### src/vemr_pkg.sv
// constants for the encoder mode register pair
package vemr_pkg;
  // register pointer
  localparam int          PTR_W         = 5;
  localparam logic [4:0]  PTR_MODE_A    = 5'h01;
  localparam logic [4:0]  PTR_MODE_B    = 5'h02;
  localparam logic [7:0]  RD_UNMAPPED   = 8'h00;
  // output_mode_control_a fields
  localparam int          A_INTERLACE   = 0;
  localparam int          A_CC_LO       = 1;
  localparam int          A_CC_HI       = 2;
  localparam int          A_DAC_PD_LOW  = 3;
  localparam int          A_RSVD_ONE    = 4;
  localparam int          A_DAC_PD_UPLO = 5;
  localparam int          A_DAC_PD_UPHI = 6;
  localparam int          A_COLOUR_BAR  = 7;
  localparam logic [7:0]  A_RESET       = 8'h10;
  // output_mode_control_b fields
  localparam int          B_SQUARE_PIX  = 0;
  localparam int          B_PIN_INPUT   = 1;
  localparam int          B_PIN_FUNC    = 2;
  localparam int          B_LINE_LEN    = 3;
  localparam int          B_CHROMA      = 4;
  localparam int          B_BURST       = 5;
  localparam int          B_LOW_POWER   = 6;
  localparam int          B_RSVD_ZERO   = 7;
  localparam logic [7:0]  B_RESET       = 8'h00;
  // caption field selector codes
  localparam logic [1:0]  CC_NONE       = 2'h0;
  localparam logic [1:0]  CC_ODD        = 2'h1;
  localparam logic [1:0]  CC_EVEN       = 2'h2;
  localparam logic [1:0]  CC_BOTH       = 2'h3;
  // active line lengths in pixels
  localparam int          LEN_W         = 10;
  localparam logic [9:0]  LEN_REC601    = 10'h2D0;
  localparam logic [9:0]  LEN_NTSC_470  = 10'h2C6;
  localparam logic [9:0]  LEN_PAL_470   = 10'h2BE;
  // colour bar levels, tenths of IRE / percent
  localparam logic [9:0]  BAR_WHITE_X10 = 10'h3E8;
  localparam logic [9:0]  BAR_NTSC_X10  = 10'h04B;
  localparam logic [9:0]  BAR_PAL_X10   = 10'h000;
  localparam logic [6:0]  BAR_SAT_PCT   = 7'h4B;
  // dac bias current in percent
  localparam logic [6:0]  DAC_FULL_PCT  = 7'h64;
  localparam logic [6:0]  DAC_LOW_PCT   = 7'h37;
endpackage

### src/vemr_regs.sv
// two encoder mode registers and the controls they steer
`timescale 1ns/1ps
`default_nettype none
module vemr_regs
  import vemr_pkg::*;
(
  // clock and reset
  input  wire logic                          I_CORE_CLK,
  input  wire logic                          I_RST,
  // register access from the serial slave
  input  wire logic [vemr_pkg::PTR_W-1:0]    I_REG_PTR,
  input  wire logic                          I_REG_WR_STB,
  input  wire logic [7:0]                    I_REG_WR_DATA,
  input  wire logic                          I_REG_RD_STB,
  output logic      [7:0]                    O_REG_RD_DATA,
  output logic                               O_REG_RD_VALID,
  output logic                               O_REG_HIT,
  // video context
  input  wire logic                          I_PAL,
  input  wire logic                          I_SLAVE_MODE,
  input  wire logic                          I_LINE_START,
  input  wire logic                          I_SC_SYNC_PIN,
  // mode controls
  output logic                               O_INTERLACE,
  output logic                               O_CC_ODD,
  output logic                               O_CC_EVEN,
  output logic      [2:0]                    O_DAC_PD,
  output logic                               O_COLOUR_BAR,
  output logic      [9:0]                    O_BAR_WHITE_X10,
  output logic      [9:0]                    O_BAR_BLACK_X10,
  output logic      [6:0]                    O_BAR_SAT_PCT,
  output logic                               O_TIMING_MASTER,
  output logic                               O_SQUARE_PIXEL,
  output logic                               O_SC_PIN_IS_INPUT,
  output logic                               O_SC_RESET,
  output logic                               O_RTC_VALID,
  output logic                               O_RTC_LEVEL,
  output logic      [vemr_pkg::LEN_W-1:0]    O_ACTIVE_PIXELS,
  output logic                               O_LINE_ACTIVE,
  output logic                               O_CHROMA_EN,
  output logic                               O_BURST_EN,
  output logic                               O_LOW_POWER_DAC,
  output logic      [6:0]                    O_DAC_CURRENT_PCT
);
  import vemr_pkg::*;

  logic [7:0]       mode_a_q;
  logic [7:0]       mode_b_q;
  logic             pin_level;
  logic             pin_rise;
  logic             win_active;
  logic [LEN_W-1:0] win_count;
  logic [LEN_W-1:0] len_d;
  logic             ptr_a;
  logic             ptr_b;

  assign ptr_a = (I_REG_PTR == PTR_MODE_A);
  assign ptr_b = (I_REG_PTR == PTR_MODE_B);

  // register writes; reserved bits are stored as the host writes them
  always_ff @(posedge I_CORE_CLK or posedge I_RST) begin
    if (I_RST) begin
      mode_a_q <= A_RESET;
      mode_b_q <= B_RESET;
    end else if (I_REG_WR_STB) begin
      if (ptr_a) begin
        mode_a_q <= I_REG_WR_DATA;
      end
      if (ptr_b) begin
        mode_b_q <= I_REG_WR_DATA;
      end
    end
  end

  // read port: data one cycle after the strobe, unmapped pointers read zero
  always_ff @(posedge I_CORE_CLK or posedge I_RST) begin
    if (I_RST) begin
      O_REG_RD_DATA  <= 8'h00;
      O_REG_RD_VALID <= 1'b0;
      O_REG_HIT      <= 1'b0;
    end else begin
      O_REG_RD_VALID <= I_REG_RD_STB;
      O_REG_HIT      <= (I_REG_RD_STB || I_REG_WR_STB) && (ptr_a || ptr_b);
      if (I_REG_RD_STB) begin
        if (ptr_a) begin
          O_REG_RD_DATA <= mode_a_q;
        end else if (ptr_b) begin
          O_REG_RD_DATA <= mode_b_q;
        end else begin
          O_REG_RD_DATA <= RD_UNMAPPED;
        end
      end
    end
  end

  // field controls from the first register
  always_ff @(posedge I_CORE_CLK or posedge I_RST) begin
    if (I_RST) begin
      O_INTERLACE  <= 1'b0;
      O_CC_ODD     <= 1'b0;
      O_CC_EVEN    <= 1'b0;
      O_DAC_PD     <= 3'h0;
      O_COLOUR_BAR <= 1'b0;
    end else begin
      O_INTERLACE  <= mode_a_q[A_INTERLACE];
      O_CC_ODD     <= (mode_a_q[A_CC_HI:A_CC_LO] == CC_ODD) ||
                      (mode_a_q[A_CC_HI:A_CC_LO] == CC_BOTH);
      O_CC_EVEN    <= (mode_a_q[A_CC_HI:A_CC_LO] == CC_EVEN) ||
                      (mode_a_q[A_CC_HI:A_CC_LO] == CC_BOTH);
      O_DAC_PD     <= {mode_a_q[A_DAC_PD_UPHI], mode_a_q[A_DAC_PD_UPLO],
                       mode_a_q[A_DAC_PD_LOW]};
      O_COLOUR_BAR <= mode_a_q[A_COLOUR_BAR];
    end
  end

  // bar levels follow the standard; setup is 7.5 IRE only for NTSC
  always_ff @(posedge I_CORE_CLK or posedge I_RST) begin
    if (I_RST) begin
      O_BAR_WHITE_X10 <= 10'h000;
      O_BAR_BLACK_X10 <= 10'h000;
      O_BAR_SAT_PCT   <= 7'h00;
    end else begin
      O_BAR_WHITE_X10 <= BAR_WHITE_X10;
      O_BAR_BLACK_X10 <= I_PAL ? BAR_PAL_X10 : BAR_NTSC_X10;
      O_BAR_SAT_PCT   <= BAR_SAT_PCT;
    end
  end

  // timing mode: bars override slave, square pixel needs true slave timing
  always_ff @(posedge I_CORE_CLK or posedge I_RST) begin
    if (I_RST) begin
      O_TIMING_MASTER <= 1'b1;
      O_SQUARE_PIXEL  <= 1'b0;
    end else begin
      O_TIMING_MASTER <= !I_SLAVE_MODE || mode_a_q[A_COLOUR_BAR];
      O_SQUARE_PIXEL  <= mode_b_q[B_SQUARE_PIX] && I_SLAVE_MODE &&
                         !mode_a_q[A_COLOUR_BAR];
    end
  end

  // the pin is sampled always; its meaning depends on the genlock bits
  vemr_pin_sync u_pin_sync (
    .i_clk   (I_CORE_CLK),
    .i_rst   (I_RST),
    .i_pin   (I_SC_SYNC_PIN),
    .o_level (pin_level),
    .o_rise  (pin_rise)
  );

  always_ff @(posedge I_CORE_CLK or posedge I_RST) begin
    if (I_RST) begin
      O_SC_PIN_IS_INPUT <= 1'b0;
      O_SC_RESET        <= 1'b0;
      O_RTC_VALID       <= 1'b0;
      O_RTC_LEVEL       <= 1'b0;
    end else begin
      O_SC_PIN_IS_INPUT <= mode_b_q[B_PIN_INPUT];
      O_SC_RESET        <= pin_rise && mode_b_q[B_PIN_INPUT] &&
                           !mode_b_q[B_PIN_FUNC];
      O_RTC_VALID       <= mode_b_q[B_PIN_INPUT] && mode_b_q[B_PIN_FUNC];
      O_RTC_LEVEL       <= mode_b_q[B_PIN_INPUT] && mode_b_q[B_PIN_FUNC] &&
                           pin_level;
    end
  end

  // active line length
  always_comb begin
    if (!mode_b_q[B_LINE_LEN]) begin
      len_d = LEN_REC601;
    end else begin
      len_d = I_PAL ? LEN_PAL_470 : LEN_NTSC_470;
    end
  end

  vemr_line_window #(
    .LEN_W (LEN_W)
  ) u_line_window (
    .i_clk        (I_CORE_CLK),
    .i_rst        (I_RST),
    .i_line_start (I_LINE_START),
    .i_length     (len_d),
    .o_active     (win_active),
    .o_count      (win_count)
  );

  always_ff @(posedge I_CORE_CLK or posedge I_RST) begin
    if (I_RST) begin
      O_ACTIVE_PIXELS <= '0;
      O_LINE_ACTIVE   <= 1'b0;
    end else begin
      O_ACTIVE_PIXELS <= len_d;
      O_LINE_ACTIVE   <= win_active;
    end
  end

  // colour, burst and DAC power
  always_ff @(posedge I_CORE_CLK or posedge I_RST) begin
    if (I_RST) begin
      O_CHROMA_EN       <= 1'b0;
      O_BURST_EN        <= 1'b0;
      O_LOW_POWER_DAC   <= 1'b0;
      O_DAC_CURRENT_PCT <= 7'h00;
    end else begin
      O_CHROMA_EN       <= mode_b_q[B_CHROMA];
      O_BURST_EN        <= mode_b_q[B_BURST];
      O_LOW_POWER_DAC   <= mode_b_q[B_LOW_POWER];
      O_DAC_CURRENT_PCT <= mode_b_q[B_LOW_POWER] ? DAC_LOW_PCT : DAC_FULL_PCT;
    end
  end
endmodule
`default_nettype wire

### src/vemr_pin_sync.sv
// three-stage synchroniser with agreement filter and rising-edge pulse
`timescale 1ns/1ps
`default_nettype none
module vemr_pin_sync (
  input  wire logic i_clk,
  input  wire logic i_rst,
  input  wire logic i_pin,
  output logic      o_level,
  output logic      o_rise
);
  logic s1_q;
  logic s2_q;
  logic s3_q;

  always_ff @(posedge i_clk or posedge i_rst) begin
    if (i_rst) begin
      s1_q <= 1'b0;
      s2_q <= 1'b0;
      s3_q <= 1'b0;
    end else begin
      s1_q <= i_pin;
      s2_q <= s1_q;
      s3_q <= s2_q;
    end
  end

  // a change counts only once stages two and three agree
  always_ff @(posedge i_clk or posedge i_rst) begin
    if (i_rst) begin
      o_level <= 1'b0;
      o_rise  <= 1'b0;
    end else begin
      o_rise <= (s2_q == s3_q) && s3_q && !o_level;
      if (s2_q == s3_q) begin
        o_level <= s3_q;
      end
    end
  end
endmodule
`default_nettype wire

### src/vemr_line_window.sv
// active video window: counts a programmed number of pixels per line
`timescale 1ns/1ps
`default_nettype none
module vemr_line_window #(
  parameter int LEN_W = 10
) (
  input  wire logic             i_clk,
  input  wire logic             i_rst,
  input  wire logic             i_line_start,
  input  wire logic [LEN_W-1:0] i_length,
  output logic                  o_active,
  output logic [LEN_W-1:0]      o_count
);
  // length sampled at line start so a mid-line change waits for next line
  logic [LEN_W-1:0] len_q;

  always_ff @(posedge i_clk or posedge i_rst) begin
    if (i_rst) begin
      len_q    <= '0;
      o_count  <= '0;
      o_active <= 1'b0;
    end else if (i_line_start) begin
      len_q    <= i_length;
      o_count  <= '0;
      o_active <= (i_length != '0);
    end else if (o_active) begin
      if (o_count == len_q - LEN_W'(1)) begin
        o_active <= 1'b0;
      end else begin
        o_count <= o_count + LEN_W'(1);
      end
    end
  end
endmodule
`default_nettype wire

### config.mk
export PLATFORM = sky130hd
export DESIGN_NAME = vemr_regs
export DESIGN_NICKNAME = d
export VERILOG_FILES = /design/src/vemr_pkg.sv /design/src/vemr_regs.sv /design/src/vemr_pin_sync.sv /design/src/vemr_line_window.sv
export SDC_FILE = /design/constraint.sdc
export NUM_CORES = 1
export LEC_CHECK = 0
export ABC_AREA = 1
export BUFFER_PORTS_ARGS = -buffer_cell sky130_fd_sc_hd__buf_2
export CAP_MARGIN = 20
export CORE_MARGIN = 1.5
export CORE_UTILIZATION = 47
export CTS_CLUSTER_SIZE = 30
export DETAILED_ROUTE_END_ITERATION = 8
export PLACE_DENSITY = 0.76
export SLEW_MARGIN = 20
export SYNTH_ARGS = -nofsm -noshare
export SYNTH_HDL_FRONTEND = slang
export SYNTH_SLANG_ARGS = --single-unit
### constraint.sdc
create_clock -name I_CORE_CLK -period 1.8 [get_ports I_CORE_CLK]
set_input_delay 0.09 -clock I_CORE_CLK [delete_from_list [all_inputs] [get_ports I_CORE_CLK]]
set_output_delay 0.09 -clock I_CORE_CLK [all_outputs]
set_load 0.02 [all_outputs]
==> results of run 1 <==
==> routing by layer <==
metal  global-route usage  routed length [um]  vias to the layer above
met5                    0                   0                        -
li1                     -                   -                     1251
met4               0.0777                 114                        0
met3               0.0514                 359                       13
met2                0.298                3170                       68
met1                0.239                2890                     1155
==> registers in the layout (all words and copies together) (netlist names), 2 cells and up <==
name,count
u_line_window.o_count,10
O_REG_RD_DATA,8
mode_a_q,8
mode_b_q,8
O_ACTIVE_PIXELS,5
u_line_window.len_q,5
O_DAC_PD,3
O_DAC_CURRENT_PCT,2
==> power by group <==
part           internal, mW  switching [mW]  leakage [nW]
sequential             1.77           0.113         0.900
combinational         0.217           0.409          1.18
clock                 0.821           0.591         0.113
total                  2.80            1.11          2.19
==> worst max-delay path: cells and delay by family (launching register included) <==
| kind | cells | cell delay [ns] |
|---|---|---|
| flops | 1 | 0.39 |
| simple gates | 8 | 0.71 |
| buf+inv | 3 | 0.25 |
| fa+ha+maj | 1 | 0.27 |
==> what timing repair did <==
item / in CTS / in global routing
endpoints found under the hold margin: 84 / 0
hold buffers: 9 / 0
gates resized for setup: 0 / 10
endpoints found under the setup margin: 0 / 11
buffers inserted: 0 / 1
==> how the worst min path moves through the flow <==
stage / end / start / cells past startpoint
6_report: mode_a_q[7]$_DFFE_PP0P_ / I_REG_WR_DATA[7] / 3
5_1_grt: mode_a_q[0]$_DFFE_PP0P_ / I_REG_WR_DATA[0] / 3
4_1_cts: mode_a_q[7]$_DFFE_PP0P_ / I_REG_WR_DATA[7] / 3
3_5_place_dp: u_pin_sync.s1_q$_DFF_PP0_ / I_SC_SYNC_PIN / 1
3_3_place_gp: u_pin_sync.s1_q$_DFF_PP0_ / I_SC_SYNC_PIN / 1
2_1_floorplan: O_REG_RD_VALID$_DFF_PP0_ / I_REG_RD_STB / 0
==> logic make-up after synthesis <==
kind of cell,after synthesis,share of synthesized area
flip-flops,71,0.542
AND/OR/NAND/NOR,156,0.203
XOR/XNOR,7,0.0187
other,2,0.00229
adder cells (fa/ha/maj),3,0.0114
AO/OA/AOI/OAI,36,0.0637
buffers and inverters,96,0.158
==> area by class of cell <==
class / count / share of cell area
inverter: 45 / 0.0441
tap: 80 / 0.0256
clock buffer: 11 / 0.0361
timing repair buffer: 95 / 0.145
sequential: 71 / 0.454
multi-input combinational: 219 / 0.274
clock inverter: 5 / 0.0211
==> metrics by stage <==
stage / cells / cell area [um2] / setup TNS (ns) / hold slack [ns]
2_1_floorplan: 386 / 3340 / 0 / 0.121
3_3_place_gp: 500 / 3550 / 0 / 0.198
3_5_place_dp: 500 / 3550 / 0 / 0.201
4_1_cts: 525 / 3870 / 0 / 0.000717
5_1_grt: 526 / 3920 / -0.560 / 0.0207
6_report: 526 / 3920 / 0 / 0.0142
==> placed cells by master, fill, tap and decap left out, types with 2 or more instances in the layout <==
cell type | synthesis | routed
a21o_1 | 5 | 5
a21oi_1 | 8 | 8
buf_2 | 7 | 75
buf_4 | 38 | 8
buf_6 | 1 | 2
bufinv_16 | 0 | 2
clkbuf_8 | 0 | 10
clkinv_4 | 0 | 2
conb_1 | 2 | 17
dfrtp_1 | 69 | 69
dfstp_2 | 2 | 2
dlygate4sd3_1 | 0 | 9
ha_1 | 3 | 2
inv_1 | 43 | 39
inv_2 | 2 | 5
nand2_1 | 93 | 93
nand3_1 | 24 | 24
nand4_1 | 14 | 14
nor2_1 | 19 | 19
nor3_1 | 2 | 2
o21ai_0 | 18 | 18
o21bai_1 | 2 | 2
o2bb2ai_1 | 3 | 3
xor2_1 | 6 | 6
==> flow_metrics.tcl, run 1 <==
set metrics [dict create \
    status "completed" \
    multi_input_area_mm2 0.00107 \
    worst_pin_slew_ns 0.501 \
    coreArea_mm2 0.00676 \
    fmax_mhz 581 \
    cts_root_buf "clkbuf_8" \
    htree_levels 3 \
    postSynthCellCount 371 \
    io_buffers 75 \
    clock_latency_ns 0.34 \
    antenna_cells 0 \
    finClkSkew_ns 0.00878 \
    critPathCaptureType "flip-flop" \
    tritoncts "yes" \
    drt_wl_total_um 6530 \
    crit_path_frequent_cell "nand2_1" \
    synth_edf_count 0 \
    synth_area_mm2 0.00328 \
    finalMaxSlewViolations 0 \
    timing.critical_path.from "u_line_window.len_q[2]$_DFFE_PP0P_" \
    regToRegEndpoint "u_line_window.o_count[3]$_DFFE_PP0P_" \
    period_minus_slack_ns 1.72 \
    dr.first_iter.drc_count 148 \
    power_mw 3.92 \
    cap_violations 0 \
    cts_made_buffers 9 \
    area_growth_pct 19.4 \
    place_ws_ns 0.0688 \
    die_area_mm2 0.00749 \
    grt_usage 0.186 \
    crit_type "flip-flop to flip-flop" \
    synthTopCellsByArea "dfrtp_1 (53%), nand2_1 (11%), buf_4 (8.7%)" \
    drtPass1Iterations 4 \
    initial_core_util 0.486 \
    final_util 0.580 \
    final-hold-violation-count 0 \
    yosys-top-cells-count "nand2_1 (93), dfrtp_1 (69), inv_1 (43), buf_4 (38), nand3_1 (24)" \
    wl_per_cell_um 12.4 \
    cts_buffer_depth 2 \
    synthArstFlopShare 1.00 \
    grt_overflow 0 \
    cts_sinks 71 \
    synth_top_area_frac 0.526 \
    grt_pass1_vias 2385 \
    grt_pass1_wl_um 10700 \
    hold_class "input pin to flip-flop" \
    synth_cell_type_count 27 \
    die_h_um 86.5 \
    rsz0062_at_grt "true" \
    ir_drop_mv 0.720 \
    nNetsFinal 465 \
    arrival_ns 1.95 \
    synth.most_common_cell "nand2_1" \
    hpwl_um 4460 \
    ioPinCount 92 \
    vias_per_cell 4.73 \
    clkSlewWorstSetupHoldPaths_ns 0.08 \
    gp_congestion 0.886 \
    grt_max_degree 72 \
    r2r_setup_slack_ns 0.08 \
    setup_slack_ns 0.0794 \
    p_leak_nw 2.19 \
    ant_nets 0 \
    yosysSeqAreaShare 0.542 \
    vias 2487 \
    seq_area_mm2 0.00178 \
    worstPathRequired_ns 2.03 \
    power.density_mw_per_mm2 1000 \
    fin_crit_sh 0.956 \
    ys_ff_latch 71 \
    path_cells "inv_2, ha_4, inv_2, nand2_1, nand3_1, nor2_1, nand2_1, nor2_2, nand3_4, buf_6, nand4_1, nand2_1" \
    critPathMaxStageDelay_ns 0.39 \
    rows 30 \
    ys_dominant_reg_cell "dfrtp_1" \
    cp-endpoint "u_line_window.o_count[3]$_DFFE_PP0P_" \
    drive_gt1_frac 0.253 \
    drc_errors 0 \
    startpoint_type "flip-flop" \
    finalSetupViolCount 0 \
    max_slew_margin 0.665 \
    r2r-start "u_line_window.len_q[2]$_DFFE_PP0P_" \
    fillers 593 \
    rr_worst_depth 12 \
    cp_max_fo 5 \
    antenna_found_initial 0 \
    ys_warn_count 0 \
    avgSynthCellArea_um2 8.84 \
    die_w_um 86.5 \
    synth_top_area_cell "dfrtp_1" \
    slowest_stage "dfrtp_1" \
]
(Power assumes the default switching activity.)
==> inputs of run 2 (changes only) <==
- ABC_AREA: 1 -> not set
- CORE_UTILIZATION: 47 -> 46
- PLACE_DENSITY: 0.76 -> 0.75
==> run 2 against run 1 <==
The run now ends with design-rule violations, negative setup slack left. Maximum frequency fell by 20%. Sequential cell count is the same. Die area fell by 3.9%. Synthesized area shrank 6.1%. Worst hold slack better by 0.013 ns. Via count fell by 16%. Cell area is 1.5% lower. Register-to-register slack got worse by 0.44 ns. Total power increased by 1.9%. Utilization is 2.1 points higher. Highest routed layer unchanged.
==> flow_metrics.tcl, run 2 <==
set metrics [dict create \
    area_growth_pct 25.1 \
    wl_per_cell_um 13.3 \
    critPathCaptureType "flip-flop" \
    critPathMaxStageDelay_ns 0.44 \
    ir_drop_mv 0.536 \
    cp_max_fo 7 \
    grt_overflow 0 \
    final_cell_mix "buf_2 (75), dfrtp_1 (67), conb_1 (17), buf_4 (16), mux2_2 (15)" \
    grt_max_degree 72 \
    path_depth 9 \
    status "complete, but fails checks" \
    final-hold-violation-count 0 \
    ys_ff_latch 71 \
    initial_core_util 0.480 \
    avgSynthCellArea_um2 12.0 \
    grt_pass1_wl_um 9090 \
    setup_slack_ns -0.363 \
    cp_top_family "simple AND/OR/NAND/NOR gates" \
    yosysSeqAreaShare 0.577 \
    synth_top_area_cell "dfrtp_1" \
    place_area_mm2 0.00345 \
    finClkSkew_ns 0.00731 \
    fin_crit_sh 1.20 \
    cts_buffer_depth 2 \
    largest_reg_flops 10 \
    vias_per_cell 4.94 \
    die_h_um 84.9 \
    grt_usage 0.165 \
    crit_buf_inv 2 \
    arrival_ns 2.39 \
    clkSlewWorstSetupHoldPaths_ns 0.08 \
    htree_levels 3 \
    violations "design-rule violations, negative setup slack" \
    finalMaxSlewViolations 0 \
    crit_type "flip-flop to flip-flop" \
    finalSetupViolCount 11 \
    rr_worst_depth 9 \
    cts_root_buf "clkbuf_8" \
    p_leak_nw 1.92 \
    synth_cell_type_count 40 \
    synth_top_area_frac 0.560 \
    ys_warn_count 0 \
    ys_dominant_reg_cell "dfrtp_1" \
    cts_sinks 71 \
    drt_wl_total_um 5650 \
    whs_path_depth 2 \
    period_minus_slack_ns 2.16 \
    antenna_cells 0 \
    layout_commonest_cell "buf_2" \
    drtPass1Iterations 6 \
    hpwl_um 3740 \
    rsz0062_at_grt "true" \
    vias 2101 \
    startpoint_type "flip-flop" \
    place_ws_ns -0.392 \
    gp_congestion 0.856 \
    die_w_um 84.9 \
    die_area_mm2 0.00720 \
    final_util 0.600 \
    antenna_found_initial 0 \
    fillers 516 \
    drc_errors 20 \
    clock_latency_ns 0.34 \
    path_cells "inv_2, ha_4, nor4b_4, xnor2_1, or3_4, o31ai_4, buf_6, mux2i_1, nor2_1" \
    ant_nets 0 \
    yosys-top-cells-count "dfrtp_1 (69), buf_4 (37), inv_1 (16), mux2_2 (15), nand2_1 (13)" \
    nNetsFinal 368 \
    coreArea_mm2 0.00642 \
    slowest_stage "dfrtp_2" \
    drive_gt1_frac 0.405 \
    worstPathRequired_ns 2.02 \
    synthArstFlopShare 1.00 \
    dr.first_iter.drc_count 126 \
    postSynthCellCount 257 \
    rows 29 \
    ioPinCount 92 \
    hold_class "input pin to flip-flop" \
    synthTopCellsByArea "dfrtp_1 (56%), buf_4 (9.0%), mux2_2 (5.5%)" \
    cap_violations 0 \
    cts_made_buffers 9 \
    power.density_mw_per_mm2 1030 \
    top_register "u_line_window.o_count" \
    io_buffers 75 \
    fmax_mhz 462 \
    grt_pass1_vias 2000 \
    synth_edf_count 0 \
    synth_area_mm2 0.00308 \
    synth.most_common_cell "dfrtp_1" \
    tritoncts "yes" \
    stdcell_area_mm2 0.00386 \
]
-- run 2: cell types whose count changed in the layout (fill, tap and decap cells not counted), moves of 8 or more --
cell	change
o22ai_1	+8
nand2_1	-80
nor2_1	-13
mux2i_1	+9
buf_4	+8
o21ai_0	-10
mux2_2	+15
nand3_1	-20
inv_1	-26
nand4_1	-13
-- run 2: metrics by stage --
stage / power, mW / instances / TNS [ns] / hold WS [ns]
global route: 4.18 / 425 / -4.94 / 0.00731
CTS: 4.02 / 424 / -3.31 / 0.00624
global placement: 2.58 / 394 / -2.68 / 0.199
floorplan: 2.44 / 272 / -2.14 / 0.121
detailed placement: 2.60 / 394 / -3.27 / 0.199
finish: 3.99 / 425 / -3.19 / 0.0274
-- run 2: layout make-up --
type / instances / area (um2) / share of cell area
sequential: 71 / 1780 / 0.462
inverter: 16 / 63.8 / 0.0165
clock inverter: 5 / 81.3 / 0.0211
multi-input combinational: 140 / 1040 / 0.269
clock buffer: 10 / 138 / 0.0357
timing repair buffer: 106 / 657 / 0.170
tap: 77 / 96.3 / 0.0250
-- run 2: layer usage --
| layer | part of all wire | vias up | wire length (um) | global-route usage |
|---|---|---|---|---|
| li1 | - | 994 | - | - |
| met1 | 0.43 | 1030 | 2440 | 0.212 |
| met2 | 0.50 | 68 | 2800 | 0.251 |
| met5 | 0 | - | 0 | 0 |
| met4 | 0.013 | 0 | 76 | 0.0686 |
| met3 | 0.058 | 9 | 330 | 0.0671 |
-- run 2: cell families (layout without fill, tap and decap cells) --
family                   after synthesis  count (layout)  share of synthesized area
multiplexers                          24              24                     0.0840
AND/OR/NAND/NOR                       49              49                     0.0934
adder cells (fa/ha/maj)                3               3                     0.0122
other                                  2              17                    0.00244
flip-flops                            71              71                      0.577
buffers and inverters                 61             137                      0.122
XOR/XNOR                              12              12                     0.0341
AO/OA/AOI/OAI                         35              35                     0.0747
-- run 2: worst paths after layout --
kind	from	to	slack, ns
max reg2reg	u_line_window.len_q[5]$_DFFE_PP0P_	u_line_window.o_count[1]$_DFFE_PP0P_	-0.36
max in group asynchronous	I_RST	mode_a_q[4]$_DFFE_PP1P_	1.07
min in group asynchronous	I_RST	O_ACTIVE_PIXELS[7]$_DFF_PP0_	0.40
max	u_line_window.len_q[5]$_DFFE_PP0P_	u_line_window.o_count[1]$_DFFE_PP0P_	-0.36
min	I_REG_WR_STB	O_REG_HIT$_DFF_PP0_	0.03
min reg2reg	u_pin_sync.s1_q$_DFF_PP0_	u_pin_sync.s2_q$_DFF_PP0_	0.35
-- run 2: power by group --
part	switching (mW)	internal, mW	leakage [nW]
Clock	0.580	0.812	0.109
Sequential	0.122	1.78	0.887
Combinational	0.405	0.288	0.928
Total	1.11	2.88	1.92
-- run 2: worst reg2reg max path, stage by stage (launching register included) --
cell and delay (ns):
dfrtp_2 0.44, inv_2 0.09, ha_4 0.15, nor4b_4 0.19, xnor2_1 0.11, or3_4 0.36, o31ai_4 0.30, buf_6 0.18
mux2i_1 0.18, nor2_1 0.05
-- run 2: timing repair --
item | CTS | global route
gates resized for setup | 7 | 0
setup buffers | 2 | 1
hold endpoints to repair | 93 | 0
pin swaps | 3 | 1
setup endpoints to repair | 11 | 11
hold buffers | 13 | 0
==> inputs of run 3 (changes only) <==
- CORE_MARGIN: 1.5 -> not set
==> run 3 against run 2 <==
The flow still finishes with violations (design-rule violations, negative setup slack). Critical path type unchanged. Worst hold slack worse by 0.0050 ns. Register-to-register slack about the same. First-iteration DRC count down 6.3%. Largest power group unchanged.
==> flow_metrics.tcl, run 3 (synthesized netlist as in run 2, its figures left out) <==
set metrics [dict create \
    fillers 526 \
    largest_reg_flops 10 \
    finalMaxSlewViolations 0 \
    drive_gt1_frac 0.410 \
    worst_pin_slew_ns 0.566 \
    antenna_cells 0 \
    setup_slack_ns -0.377 \
    p_sw_mw 1.15 \
    grt_pass1_vias 1996 \
    p_leak_nw 1.91 \
    worstPathRequired_ns 2.03 \
    hold_class "input pin to flip-flop" \
    rows 29 \
    grt_pass1_wl_um 9490 \
    io_buffers 75 \
    final_util 0.596 \
    critPathCaptureType "flip-flop" \
    ioPinCount 92 \
    nNetsFinal 368 \
    hold_start "I_REG_WR_STB" \
    regToRegEndpoint "u_line_window.o_count[1]$_DFFE_PP0P_" \
    grt_overflow 0 \
    hold_end "O_REG_HIT$_DFF_PP0_" \
    stdcell_area_mm2 0.00383 \
    vias_per_cell 4.92 \
    r2r-start "u_line_window.len_q[5]$_DFFE_PP0P_" \
    whs_path_depth 2 \
    grt_usage 0.178 \
    intPower_mw 2.75 \
    setup_tns_ns -3.37 \
    power.density_mw_per_mm2 1020 \
    antenna_found_initial 0 \
    seqPwrFrac 0.489 \
    area_growth_pct 24.2 \
    rr_worst_depth 9 \
    seq_area_mm2 0.00178 \
    drtPass1Iterations 6 \
    initial_core_util 0.480 \
    vias 2096 \
    period_minus_slack_ns 2.18 \
    power_mw 3.90 \
    crit_type "flip-flop to flip-flop" \
    violations "design-rule violations, negative setup slack" \
    wl_per_cell_um 13.5 \
    layout_commonest_cell "buf_2" \
    startpoint_type "flip-flop" \
    clock_latency_ns 0.36 \
    rsz0062_at_grt "true" \
    tritoncts "yes" \
    status "complete, but fails checks" \
    die_area_mm2 0.00703 \
    ir_drop_mv 0.654 \
    hpwl_um 3860 \
    coreArea_mm2 0.00642 \
    die_w_um 83.9 \
    fin_crit_sh 1.21 \
    dr.first_iter.drc_count 118 \
    combPwrFrac 0.174 \
    place_area_mm2 0.00345 \
    finalSetupViolCount 11 \
    gp_congestion 0.756 \
    top_register "u_line_window.o_count" \
    r2r_setup_slack_ns -0.38 \
    multi_input_area_mm2 0.00102 \
    drt_wl_total_um 5760 \
    clkPwrFrac 0.337 \
    die_h_um 83.9 \
    arrival_ns 2.41 \
    final_cell_mix "buf_2 (75), dfrtp_1 (66), conb_1 (17), buf_4 (16), mux2_2 (15)" \
    finClkSkew_ns 0.00924 \
    max_slew_margin 0.622 \
    drc_errors 14 \
    cts_made_buffers 9 \
    clkSlewWorstSetupHoldPaths_ns 0.08 \
    cts_sinks 71 \
    fmax_mhz 459 \
    grt_max_degree 35 \
    cp_max_fo 7 \
    cap_violations 0 \
    htree_levels 3 \
    ant_nets 0 \
    switching_share 0.295 \
    final-hold-violation-count 0 \
    cts_root_buf "clkbuf_8" \
    cts_buffer_depth 2 \
]
-- run 3: metrics by stage --
step                hold slack [ns]  setup slack, ns  std cells
floorplan                     0.121           -0.272        272
global placement              0.178           -0.370        395
detailed placement            0.189           -0.417        395
CTS                          0.0112           -0.443        425
global route                 0.0112           -0.545        426
finish                       0.0224           -0.377        426
-- run 3: worst max path at each step --
| stage | start | end | slack (ns) | cells past startpoint |
|---|---|---|---|---|
| after floorplan | u_line_window.len_q[2]$_DFFE_PP0P_ | u_line_window.o_count[1]$_DFFE_PP0P_ | -0.27 | 9 |
| after global placement | u_line_window.len_q[2]$_DFFE_PP0P_ | u_line_window.o_count[1]$_DFFE_PP0P_ | -0.37 | 9 |
| after detailed placement | u_line_window.len_q[2]$_DFFE_PP0P_ | u_line_window.o_count[1]$_DFFE_PP0P_ | -0.42 | 9 |
| after CTS | u_line_window.len_q[2]$_DFFE_PP0P_ | u_line_window.o_count[1]$_DFFE_PP0P_ | -0.44 | 9 |
| after global routing | u_line_window.len_q[5]$_DFFE_PP0P_ | u_line_window.o_count[1]$_DFFE_PP0P_ | -0.55 | 9 |
| final | u_line_window.len_q[5]$_DFFE_PP0P_ | u_line_window.o_count[1]$_DFFE_PP0P_ | -0.38 | 9 |
-- run 3: critical path, stage by stage, from the launching register on --
cell     delay [ns]
dfrtp_2        0.45
inv_2          0.10
ha_4           0.15
nor4b_4        0.19
xnor2_1        0.09
or3_4          0.35
o31ai_4        0.32
buf_6          0.18
mux2i_1        0.17
nor2_1         0.05
-- run 3: final cells by class --
class / instances / area share
clock buffer: 10 / 0.0359
multi-input combinational: 140 / 0.267
tap: 77 / 0.0252
sequential: 71 / 0.466
inverter: 16 / 0.0167
clock inverter: 6 / 0.0176
timing repair buffer: 106 / 0.172
-- run 3: what timing repair did --
action                     4_1_cts  5_1_grt
setup endpoints to repair       11       11
gates resized for setup          3        3
hold endpoints to repair        47        0
hold buffers                    13        0
buffers inserted                 1        1
pin swaps                        4        2
-- run 3: power by group through the flow --
stage / registers [mW] / clock network [mW] / logic [mW]
floorplan: 2.03 / 0 / 0.411
global placement: 1.93 / 0 / 0.643
detailed placement: 1.94 / 0 / 0.652
CTS: 1.91 / 1.34 / 0.675
global route: 1.94 / 1.41 / 0.739
finish: 1.91 / 1.31 / 0.681
-- run 3: per-layer routing --
layer / wire length [um] / vias up / track usage
li1: - / 992 / -
met4: 148 / 0 / 0.0893
met5: 0 / - / 0
met3: 296 / 17 / 0.0633
met1: 2520 / 1021 / 0.220
met2: 2800 / 66 / 0.277
